<file path="src/shared/fewc_defines.vh">
/*
 * Register indices, control field positions, reset values and timing
 * counts of the flash erase/write controller.
 * Assumes a 25 MHz system clock and a 32-bit Avalon-MM register bus.
 */
`ifndef FEWC_DEFINES_VH
`define FEWC_DEFINES_VH

// Register indices; byte address is four times the index
`define FEWC_IDX_CTRL 15'h6270
`define FEWC_IDX_ADDR_LO 15'h6271
`define FEWC_IDX_ADDR_HI 15'h6272
`define FEWC_IDX_WDATA 15'h6273

// Control/status fields
`define FEWC_BIT_BUSY 7
`define FEWC_BIT_FULL 6
`define FEWC_BIT_ABORT 5
`define FEWC_CM_HI 3
`define FEWC_CM_LO 2
`define FEWC_BIT_WRITE 1
`define FEWC_BIT_ERASE 0

// Reset values
`define FEWC_RST_BYTE 8'h00
`define FEWC_RST_CM 2'h1

// Cache modes
`define FEWC_CM_OFF 2'h0
`define FEWC_CM_ON 2'h1
`define FEWC_CM_PREFETCH 2'h2
`define FEWC_CM_REALTIME 2'h3

// Timing
`define FEWC_CLK_KHZ 25000
`define FEWC_CLK_NS 40
`define FEWC_ERASE_MS 20
`define FEWC_ERASE_CYC (`FEWC_ERASE_MS * `FEWC_CLK_KHZ)
`define FEWC_WTO_NS 20000
`define FEWC_WTO_CYC (`FEWC_WTO_NS / `FEWC_CLK_NS)
`define FEWC_PROG_NS 20000
`define FEWC_PROG_CYC (`FEWC_PROG_NS / `FEWC_CLK_NS)
`define FEWC_CM_LAT 4
`define FEWC_BYTES_PER_WORD 3'h4

`endif

</file>
<file path="src/hw/fewc_cache_mode.v">
/*
 * Cache mode holder: takes a change request, applies it after a fixed
 * latency, and ignores new requests while one is pending.
 * Assumes the caller gives a one-cycle write strobe.
 */
`timescale 1ns/1ps
`default_nettype none
`include "fewc_defines.vh"

module fewc_cache_mode #(
  parameter [3:0] LAT = `FEWC_CM_LAT
) (
  input wire clk,
  input wire arst_n,
  input wire wr_en,
  input wire [1:0] wr_mode,
  output reg [1:0] mode_ff,
  output reg pend_ff
);

  reg [1:0] req_ff;
  reg [3:0] cnt_ff;

  //////////////////////////////////////////////////////////////////////
  // Request, wait, apply
  always @(posedge clk or negedge arst_n) begin
    if (!arst_n) begin
      mode_ff <= `FEWC_RST_CM;
      pend_ff <= 1'b0;
      req_ff <= `FEWC_RST_CM;
      cnt_ff <= 4'h0;
    end else if (pend_ff) begin
      if (cnt_ff == 4'h0) begin
        mode_ff <= req_ff;
        pend_ff <= 1'b0;
      end else begin
        cnt_ff <= cnt_ff - 4'h1;
      end
    end else if (wr_en) begin
      req_ff <= wr_mode;
      pend_ff <= 1'b1;
      cnt_ff <= LAT - 4'h1;
    end
  end

endmodule // fewc_cache_mode

`default_nettype wire

</file>
<file path="src/hw/fewc_flash_ctrl.v">
/*
 * Flash erase/write controller: address pair, write-data port and
 * control/status register on Avalon-MM, page erase and word program
 * sequencer, DMA trigger and CPU stall.
 * Assumes a flash array that sets a page to ones while FLASH_ERASE is
 * high, ANDs FLASH_WORD_DATA into the word while FLASH_PROG is high,
 * and a lock-bit store giving one lock bit per page. The bus master
 * holds each request until waitrequest drops, one wait state later.
 */
// The Avalon-MM interface to the registers was chosen for this implementation.
`timescale 1ns/1ps
`default_nettype none
`include "fewc_defines.vh"

module fewc_flash_ctrl #(
  parameter [19:0] ERASE_CYC = `FEWC_ERASE_CYC,
  parameter [19:0] WTO_CYC = `FEWC_WTO_CYC,
  parameter [19:0] PROG_CYC = `FEWC_PROG_CYC,
  parameter [3:0] CM_LAT = `FEWC_CM_LAT
) (
  // Clock and reset
  input wire SYS_CLK,
  input wire ARST_N,
  // Avalon-MM slave
  input wire [16:0] AVS_ADDRESS,
  input wire AVS_READ,
  input wire AVS_WRITE,
  input wire [31:0] AVS_WRITEDATA,
  input wire [3:0] AVS_BYTEENABLE,
  output reg [31:0] AVS_READDATA,
  output wire AVS_WAITREQUEST,
  // DMA trigger
  output reg DMA_REQ,
  // CPU side
  input wire FETCH_FROM_FLASH,
  output wire CPU_STALL,
  output wire [1:0] CACHE_MODE,
  // Lock-bit store
  input wire [127:0] PAGE_LOCK,
  // Flash array
  output reg FLASH_ERASE,
  output reg [6:0] FLASH_ERASE_PAGE,
  output reg FLASH_PROG,
  output reg [15:0] FLASH_WORD_ADDR,
  output reg [31:0] FLASH_WORD_DATA
);

  localparam [1:0] ST_IDLE = 2'h0;
  localparam [1:0] ST_ERASE = 2'h1;
  localparam [1:0] ST_FILL = 2'h2;
  localparam [1:0] ST_PROG = 2'h3;

  reg ack_ff;
  reg [7:0] addr_lo_ff;
  reg [7:0] addr_hi_ff;
  reg erase_ff;
  reg write_ff;
  reg full_ff;
  reg abort_ff;
  reg [1:0] state_ff;
  reg [19:0] tmr_ff;
  reg [2:0] cnt_ff;
  reg [31:0] word_ff;
  wire [1:0] cm_cur;
  wire [14:0] idx;
  wire req;
  wire wr_go;
  wire rd_go;
  wire sel_ctrl;
  wire sel_lo;
  wire sel_hi;
  wire sel_wd;
  wire ctl_wr;
  wire busy;
  wire byte_ok;
  wire start_er;
  wire start_wr;
  wire page_locked;
  wire [15:0] addr_nxt;
  wire [7:0] ctrl_rd;
  wire prog_done;
  wire fill_to;

  //////////////////////////////////////////////////////////////////////
  // Helpers
  // Register index match
  function sel_idx;
    input [14:0] got;
    input [14:0] want;
    begin
      sel_idx = (got == want);
    end
  endfunction

  // Page number from the high address byte
  function [6:0] page_of;
    input [7:0] hi;
    begin
      page_of = hi[7:1];
    end
  endfunction

  // Byte value on the 32-bit read bus
  function [31:0] zext8;
    input [7:0] val;
    begin
      zext8 = {24'h000000, val};
    end
  endfunction

  // Shift a byte in from the top, low byte first
  function [31:0] shift_in;
    input [31:0] acc;
    input [7:0] val;
    begin
      shift_in = {val, acc[31:8]};
    end
  endfunction

  //////////////////////////////////////////////////////////////////////
  // Bus decode: answer one cycle after the request appears
  assign idx = AVS_ADDRESS[16:2];
  assign req = (AVS_READ | AVS_WRITE) & (AVS_ADDRESS[1:0] == 2'h0);
  assign AVS_WAITREQUEST = (AVS_READ | AVS_WRITE) & ~ack_ff;
  assign wr_go = AVS_WRITE & ack_ff & AVS_BYTEENABLE[0];
  assign rd_go = AVS_READ & ~ack_ff;
  assign sel_ctrl = req & sel_idx(idx, `FEWC_IDX_CTRL);
  assign sel_lo = req & sel_idx(idx, `FEWC_IDX_ADDR_LO);
  assign sel_hi = req & sel_idx(idx, `FEWC_IDX_ADDR_HI);
  assign sel_wd = req & sel_idx(idx, `FEWC_IDX_WDATA);
  assign ctl_wr = wr_go & sel_ctrl;

  always @(posedge SYS_CLK or negedge ARST_N) begin
    if (!ARST_N) begin
      ack_ff <= 1'b0;
    end else begin
      ack_ff <= (AVS_READ | AVS_WRITE) & ~ack_ff;
    end
  end

  //////////////////////////////////////////////////////////////////////
  // Status and start conditions
  assign busy = erase_ff | write_ff;
  assign CPU_STALL = busy & FETCH_FROM_FLASH;
  assign CACHE_MODE = cm_cur;
  assign page_locked = PAGE_LOCK[page_of(addr_hi_ff)];
  assign prog_done = (state_ff == ST_PROG) & (tmr_ff == 20'h00000);
  assign fill_to = (tmr_ff == WTO_CYC);
  assign addr_nxt = {addr_hi_ff, addr_lo_ff} + 16'h0001;
  // Data port takes a byte only in write mode and with room left
  assign byte_ok = wr_go & sel_wd & write_ff & ~full_ff;
  // A new start is refused while either operation runs
  assign start_er = ctl_wr & AVS_WRITEDATA[`FEWC_BIT_ERASE]
    & ~erase_ff & ~write_ff;
  assign start_wr = ctl_wr & AVS_WRITEDATA[`FEWC_BIT_WRITE]
    & ~write_ff & ~erase_ff;
  assign ctrl_rd = {busy, full_ff, abort_ff, 1'b0, cm_cur, write_ff,
    erase_ff};

  //////////////////////////////////////////////////////////////////////
  // Read data
  always @(posedge SYS_CLK or negedge ARST_N) begin
    if (!ARST_N) begin
      AVS_READDATA <= 32'h0000_0000;
    end else if (rd_go) begin
      if (sel_ctrl) begin
        AVS_READDATA <= zext8(ctrl_rd);
      end else if (sel_lo) begin
        AVS_READDATA <= zext8(addr_lo_ff);
      end else if (sel_hi) begin
        AVS_READDATA <= zext8(addr_hi_ff);
      end else begin
        AVS_READDATA <= 32'h0000_0000;
      end
    end
  end

  //////////////////////////////////////////////////////////////////////
  // Cache mode
  fewc_cache_mode #(
    .LAT(CM_LAT)
  ) u_cache_mode (
    .clk(SYS_CLK),
    .arst_n(ARST_N),
    .wr_en(ctl_wr),
    .wr_mode(AVS_WRITEDATA[`FEWC_CM_HI:`FEWC_CM_LO]),
    .mode_ff(cm_cur),
    .pend_ff()
  );

  //////////////////////////////////////////////////////////////////////
  // Address pair
  always @(posedge SYS_CLK or negedge ARST_N) begin
    if (!ARST_N) begin
      addr_lo_ff <= `FEWC_RST_BYTE;
      addr_hi_ff <= `FEWC_RST_BYTE;
    end else begin
      if (prog_done) begin
        {addr_hi_ff, addr_lo_ff} <= addr_nxt;
      end else if (!busy) begin
        if (wr_go && sel_lo) begin
          addr_lo_ff <= AVS_WRITEDATA[7:0];
        end
        if (wr_go && sel_hi) begin
          addr_hi_ff <= AVS_WRITEDATA[7:0];
        end
      end
    end
  end

  //////////////////////////////////////////////////////////////////////
  // Erase and write sequencer
  always @(posedge SYS_CLK or negedge ARST_N) begin
    if (!ARST_N) begin
      state_ff <= ST_IDLE;
      erase_ff <= 1'b0;
      write_ff <= 1'b0;
      full_ff <= 1'b0;
      abort_ff <= 1'b0;
      tmr_ff <= 20'h00000;
      cnt_ff <= 3'h0;
      word_ff <= 32'h0000_0000;
      DMA_REQ <= 1'b0;
      FLASH_ERASE <= 1'b0;
      FLASH_ERASE_PAGE <= 7'h00;
      FLASH_PROG <= 1'b0;
      FLASH_WORD_ADDR <= 16'h0000;
      FLASH_WORD_DATA <= 32'hFFFF_FFFF;
    end else begin
      DMA_REQ <= 1'b0;
      case (state_ff)
        ST_IDLE: begin
          if (start_er || start_wr) begin
            abort_ff <= 1'b0;
            full_ff <= 1'b0;
            cnt_ff <= 3'h0;
            if (page_locked) begin
              abort_ff <= 1'b1;
            end else if (start_er) begin
              erase_ff <= 1'b1;
              write_ff <= start_wr;
              state_ff <= ST_ERASE;
              tmr_ff <= ERASE_CYC - 20'h00001;
              FLASH_ERASE <= 1'b1;
              FLASH_ERASE_PAGE <= page_of(addr_hi_ff);
            end else begin
              write_ff <= 1'b1;
              state_ff <= ST_FILL;
              tmr_ff <= 20'h00000;
              DMA_REQ <= 1'b1;
            end
          end
        end
        ST_ERASE: begin
          if (tmr_ff == 20'h00000) begin
            erase_ff <= 1'b0;
            FLASH_ERASE <= 1'b0;
            if (write_ff) begin
              state_ff <= ST_FILL;
              DMA_REQ <= 1'b1;
            end else begin
              state_ff <= ST_IDLE;
            end
          end else begin
            tmr_ff <= tmr_ff - 20'h00001;
          end
        end
        ST_FILL: begin
          if (byte_ok) begin
            // Least significant byte arrives first
            word_ff <= shift_in(word_ff, AVS_WRITEDATA[7:0]);
            tmr_ff <= 20'h00000;
            cnt_ff <= cnt_ff + 3'h1;
            if (cnt_ff == `FEWC_BYTES_PER_WORD - 3'h1) begin
              if (page_locked) begin
                abort_ff <= 1'b1;
                write_ff <= 1'b0;
                state_ff <= ST_IDLE;
              end else begin
                full_ff <= 1'b1;
                state_ff <= ST_PROG;
                tmr_ff <= PROG_CYC - 20'h00001;
                FLASH_PROG <= 1'b1;
                FLASH_WORD_ADDR <= {addr_hi_ff, addr_lo_ff};
                // Ones leave array bits alone
                FLASH_WORD_DATA <= shift_in(word_ff,
                  AVS_WRITEDATA[7:0]);
              end
            end else begin
              DMA_REQ <= 1'b1;
            end
          end else if (fill_to) begin
            write_ff <= 1'b0;
            state_ff <= ST_IDLE;
          end else begin
            tmr_ff <= tmr_ff + 20'h00001;
          end
        end
        ST_PROG: begin
          if (tmr_ff == 20'h00000) begin
            FLASH_PROG <= 1'b0;
            FLASH_WORD_DATA <= 32'hFFFF_FFFF;
            full_ff <= 1'b0;
            cnt_ff <= 3'h0;
            state_ff <= ST_FILL;
            DMA_REQ <= 1'b1;
          end else begin
            tmr_ff <= tmr_ff - 20'h00001;
          end
        end
        default: begin
          state_ff <= ST_IDLE;
        end
      endcase
    end
  end

endmodule // fewc_flash_ctrl

`default_nettype wire

</file>
<file path="config.mk">
export PLATFORM = sky130hd
export DESIGN_NAME = fewc_flash_ctrl
export DESIGN_NICKNAME = d
export VERILOG_FILES = /design/src/hw/fewc_cache_mode.v /design/src/hw/fewc_flash_ctrl.v
export VERILOG_INCLUDE_DIRS = /design/src /design/src/shared
export SDC_FILE = /design/constraint.sdc
export NUM_CORES = 1
export LEC_CHECK = 0
export ABC_CLOCK_PERIOD_IN_PS = 3200
export BUFFER_PORTS_ARGS = -buffer_cell sky130_fd_sc_hd__buf_2
export CAP_MARGIN = 10
export CORE_ASPECT_RATIO = 2
export CORE_UTILIZATION = 52
export DETAILED_ROUTE_END_ITERATION = 8
export GPL_ROUTABILITY_DRIVEN = 0
export PLACE_DENSITY = 0.81
export SYNTH_ARGS = -nofsm -noshare
export SYNTH_HDL_FRONTEND = slang
export SYNTH_HIERARCHICAL = 1
export SYNTH_SLANG_ARGS = --single-unit
export TNS_END_PERCENT = 100
</file>
<file path="constraint.sdc">
create_clock -name SYS_CLK -period 3.2 [get_ports SYS_CLK]
set_input_delay 0.16 -clock SYS_CLK [delete_from_list [all_inputs] [get_ports SYS_CLK]]
set_output_delay 0.16 -clock SYS_CLK [all_outputs]
set_load 0.01 [all_outputs]
</file>
Yosys cells after proc, flatten, opt, wreduce, memory -nomap -nowiden
Cells that the tools add are included.

Mux-type cells: 80. Reduce and logical (&&, ||, !) cells: 31. Equality and inequality tests: 25. Bitwise gates (word level): 29. Add/subtract/negate cells: 5. Magnitude comparators: 1.

Operators with widths (count): two-way mux 32 bit (5); two-way mux 20 bit (5); two-way mux 8 bit (8); one-hot mux 32 bit (2 select lines) (1); equality test 15 bit, second input constant (4); one-hot mux 20 bit (3 select lines) (1); two-way mux 1 bit (32); AND 1 bit (21); adder 20 x 1 -> 20 bit, second input constant (1); equality test 20 x 9 -> 1 bit, second input constant (1); zero test 20 bit (1); two-way mux 2 bit (10); != test 2 bit, second input constant (10); subtractor 20 x 1 -> 20 bit, second input constant (1); two-way mux 19 bit (1); two-way mux 9 bit (2); AND reduction 6 bit (3); adder 16 x 1 -> 16 bit, second input constant (1); AND reduction 4 bit (4); AND reduction 5 bit (3); two-way mux 4 bit (3); != test 3 bit, second input constant (4); AND reduction 2 bit (6); nonzero test 2 bit (6); 22 further kinds (37).

Input port bits: 186. Register bits after elaboration: 176. Output and inout port bits: 94. Word-level logic and storage cells: 192.

Depth between registers and ports, before layout
Depth after elaboration: 11. Gate-level depth with buffers: 13. Depth with buffers taken out: 10.

Hierarchy
Netlist, hierarchy kept.

Modules (own cells, without submodules): fewc_flash_ctrl (area each 8508.2 um^2, instances 1, cells an instance 855, sequential area each 3418.3 um^2); fewc_cache_mode (area each 415.4 um^2, instances 1, cells an instance 33, sequential area each 227.7 um^2).

Worst setup path before layout
OpenSTA, ideal clock, no wires.

Path kind: reg-to-reg. Start point: reg addr_hi_ff[1]. End point: reg FLASH_PROG. Path slack: 0.368 ns. Cell stages (with the launch flop): 13. Arrival: 2.707 ns. Buffers on the path: 4. Required time: 3.075 ns. Path through: dfrtp_1 > buf_6 > buf_6 > buf_6 > mux2i_1 > o211ai_1 > o31ai_1 > o2111ai_1 > o2bb2ai_2 > nor2_2 > nor3_4 > buf_6 > mux2_2.

Longest elaborated chain between the ends: 4.

RTL lines: start, declared (RTL line fewc_flash_ctrl.v:55) `reg [7:0] addr_hi_ff;`; start signal, assigned (RTL line fewc_flash_ctrl.v:196) `` addr_hi_ff <= `FEWC_RST_BYTE; ``; start signal, assigned (RTL line fewc_flash_ctrl.v:199) `{addr_hi_ff, addr_lo_ff} <= addr_nxt;`; start signal, assigned (RTL line fewc_flash_ctrl.v:205) `addr_hi_ff <= AVS_WRITEDATA[7:0];`; binary-select mux 1 bit (select 7 bit) (RTL line fewc_flash_ctrl.v:146) `assign page_locked = PAGE_LOCK[page_of(addr_hi_ff)];`; two-way mux 1 bit (not written as such) (RTL line fewc_flash_ctrl.v:146); != test 2 bit (no source line); AND reduction 5 bit (no source line); end signal, assigned (RTL line fewc_flash_ctrl.v:226) `FLASH_PROG <= 1'b0;`; end signal, assigned (RTL line fewc_flash_ctrl.v:283) `FLASH_PROG <= 1'b1;`; end signal, assigned (RTL line fewc_flash_ctrl.v:301) `FLASH_PROG <= 1'b0;`; end, declared (RTL line fewc_flash_ctrl.v:43) `output reg FLASH_PROG,`.

No other way between the ends. The select of a mux whose other input is x is not followed. A chain may end at the register's enable or synchronous reset.

Worst setup path in the final report
Ends and elaborated chain as after synthesis.

==> impl_metrics.csv <==
group,metric,value,unit
logic_synthesis,ys_types,74,
run_status,status,"finished, final reports clean",
sta,whs,31.8,ps
cts,cts.clk_slew.worst_paths,60,ps
sta,setup_slack,106,ps
sta,max_slew.worst_pin.slew,1050,ps
logic_synthesis,yosys.area.top_type,"dfrtp_1",
cts,root_buffer,"clkbuf_16",
worst_setup_path,critPathMaxStageDelay,550,ps
worst_setup_path,arrival,3420,ps
pwr,fin_total_pwr,0.00415,W
logic_synthesis,yosys_warnings,6,
place,hpwl,21000,µm
worst_setup_path,critPathMostFrequentCell,"buf_12",
drt,drtPass1Iterations,5,
sta,timing.fmax,323,MHz
grt,grt_usage,0.331,
logic_synthesis,synth_xor_area_frac,0.0137,
sta,drv_slew,0,
job,maxCapViolCount,0,
worst_setup_path,cp_num_buf_inv,3,
floorplan,core_region_area,16800,µm²
grt,antenna_found_initial,4,
layout,fin_util,0.661,
layout,fin_nets,1320,
floorplan,dieArea,17700,µm²
floorplan,io_pins,280,
cts,cts_max_path_buffers,2,
logic_synthesis,synth_compound_area_frac,0.125,
pwr,powerDensity,375,nW/µm²
floorplan,die_w,94.6,µm
place,io_buffers,228,
layout,drive_above_1_share,0.408,
min_path,hold_path_class,"primary input to flop",
sta,timing.final.crit_share,0.967,
logic_synthesis,synthMuxAreaShare,0.188,
logic_synthesis,yosys.area_share.simple,0.193,
cts,cts_tree,"built",
logic_synthesis,syn_inst,888,
grt,grt_max_degree,84,
logic_synthesis,synth_top_family_by_area,"simple AND/OR/NAND/NOR gates",
logic_synthesis,synth-edff-count,0,
drt,antenna_left,0,
cts,cts-htree-levels,4,
sta,timing.final.hold_violations,0,
sta,slew_headroom,0.294,
logic_synthesis,syn-cell-area,8920,µm²
worst_setup_path,crit_fanout,17,
logic_synthesis,synth_area_leaders,"dfrtp_1 31%, mux2_2 10%, dfstp_2 10%",
drt,drc,0,
grt,grt_overflow,0,
place,pre_cts_ws,13.6,ps
logic_synthesis,synth_top_area_frac,0.308,
sta,fin_worst_skew,9.94,ps
cts,cts_buffers,17,
drt,routedWlPerCell,21.1,µm
cts,worstSkewPairLatency,440,ps
worst_setup_path,crit_required,3520,ps
worst_setup_path,start_kind,"flop",
layout,area_delta_synth_final,24.1,%
sta,setup_viol,0,
drt,vias,8279,
grt,grt_pass1_wl,43700,µm
layout,fillers,1325,
logic_synthesis,seq_area_frac_synth,0.409,
logic_synthesis,synth.avg_cell_area,10.0,µm²
worst_setup_path,path_delay_family,"multiplexers",
floorplan,num_rows,67,
floorplan,die_h,187,µm
worst_setup_path,crit_path_top_delay_cell,"mux4_1",
worst_setup_path,endpoint_kind,"flop",
worst_setup_path,cp_cell_sequence,"buf_4 > mux4_1 > a22o_1 > a211oi_1 > a211o_1 > o2bb2ai_4 > nor2_2 > nor3_4 > buf_12 > buf_12 > mux2_2",
cts,clock-sinks,144,
floorplan,initial_core_util,0.532,
logic_synthesis,synth-seq-cells,144,
drt,drt_iter0_drc,683,
drt,wirelength,28600,µm
drt,drt-vias-per-instance,6.13,
logic_synthesis,synthFlopType,"dfrtp_1",
sta,min_period,3090,ps
logic_synthesis,synth_adder_area_share,0.00981,
pwr,ir_worst_vdd,0.476,mV
pwr,p_leak,5.34,nW
logic_synthesis,async_reset_ff_frac,1.00,
grt,grt_pass1_vias,8559,
worst_setup_path,crit_type,"flop to flop",
==> layout make-up <==
class,count,area [µm²],share of cell area
Clock inverter,11,153,0.0138
Tap cell,207,259,0.0234
Clock buffer,21,460,0.0416
Antenna cell,4,10.0,0.000904
Multi-Input combinational cell,668,4850,0.438
Sequential cell,144,3650,0.329
Timing Repair Buffer,280,1630,0.147
Inverter,16,60.1,0.00542
==> logic make-up after synthesis <==
group,Yosys count
simple gates,325
mux,130
compound gates,168
flops,144
buf+inv,99
xor+xnor,14
other cells,1
fa+ha+maj,7
==> metrics by stage <==
step | std cells | cell area, µm² | TNS [ps]
detailed placement | 1307 | 10300 | 0
finish | 1351 | 11100 | 0
CTS | 1340 | 10900 | 0
floorplan | 911 | 9010 | 0
global placement | 1307 | 10300 | 0
global route | 1351 | 11100 | -67.0
==> routing by layer <==
metal,part of all wire,up-vias,global-route usage
met5,0,-,0
met4,0.069,0,0.259
met3,0.080,149,0.0907
met2,0.53,454,0.570
met1,0.32,3982,0.321
li1,-,3694,-
==> flip-flops by register name (all words and copies together) (netlist names), 2 cells and up <==
signal                flops
AVS_READDATA              8
FLASH_ERASE_PAGE          7
FLASH_WORD_ADDR          16
FLASH_WORD_DATA          32
addr_hi_ff                8
addr_lo_ff                8
cnt_ff                    3
state_ff                  2
tmr_ff                   20
u_cache_mode/cnt_ff       4
u_cache_mode/mode_ff      2
u_cache_mode/req_ff       2
word_ff                  24
==> Yosys cell counts, types with 7 or more instances <==
master    number
dfrtp_1      110
mux2_2        82
nand2_1       76
nor2_1        65
o21ai_0       39
nand2b_1      35
a21oi_1       34
dfstp_2       34
clkbuf_1      33
nand3_1       30
buf_4         27
mux2i_1       27
nor3_1        27
mux4_2        18
inv_1         16
o31ai_1       14
a31oi_1       13
and3_1        12
buf_2         12
or3_1         11
a211oi_1       9
nand4_1        9
nor2b_1        9
buf_6          8
xor2_1         8
ha_1           7
or4_1          7
==> placed cells by master, fill, tap and decap left out, drive strengths merged, types with 11 or more instances in the layout <==
| cell | count |
|---|---|
| dfrtp | 110 |
| mux4 | 21 |
| and3 | 12 |
| inv | 19 |
| o21ai | 41 |
| nor2 | 67 |
| nand2 | 76 |
| conb | 24 |
| a31oi | 13 |
| nand3 | 30 |
| a21oi | 34 |
| mux2i | 27 |
| mux2 | 82 |
| buf | 277 |
| dfstp | 34 |
| clkbuf | 23 |
| o31ai | 14 |
| nand2b | 35 |
| or3 | 11 |
| nor3 | 28 |
==> report_power, final <==
| part | switching, W | total [W] | internal [W] |
|---|---|---|---|
| combinational | 0.000135 | 0.000246 | 0.000111 |
| sequential | 0.000000971 | 0.00183 | 0.00182 |
| clock | 0.000807 | 0.00208 | 0.00127 |
==> what timing repair did <==
item,in CTS,in global routing
hold endpoints to repair,58,0
resized for setup,1,6
endpoints found under the setup margin,1,39
pin swaps,0,2
setup buffers,0,5
gates cloned,0,2
hold buffers,1,0
==> worst reg2reg max path: stages, from the launching register on <==
cell and delay (ps):
dfrtp_2 440, buf_4 130, mux4_1 550, a22o_1 260, a211oi_1 240, a211o_1 220, o2bb2ai_4 190, nor2_2 90
nor3_4 180, buf_12 150, buf_12 150, mux2_2 360
==> worst paths after layout <==
kind | from | endpoint | slack (ps) | depth (start not counted)
worst min-delay path | AVS_WRITE | ack_ff | 30 | 3
worst max register to register | addr_hi_ff[1] | FLASH_PROG | 110 | 11
max in group asynchronous | ARST_N | addr_hi_ff[2] | 1940 | 3
min in group asynchronous | ARST_N | tmr_ff[18] | 330 | 2
worst max-delay path | addr_hi_ff[1] | FLASH_PROG | 110 | 11
worst min register to register | ack_ff | ack_ff | 460 | 1
No activity file was read; power rests on OpenSTA's default activity.
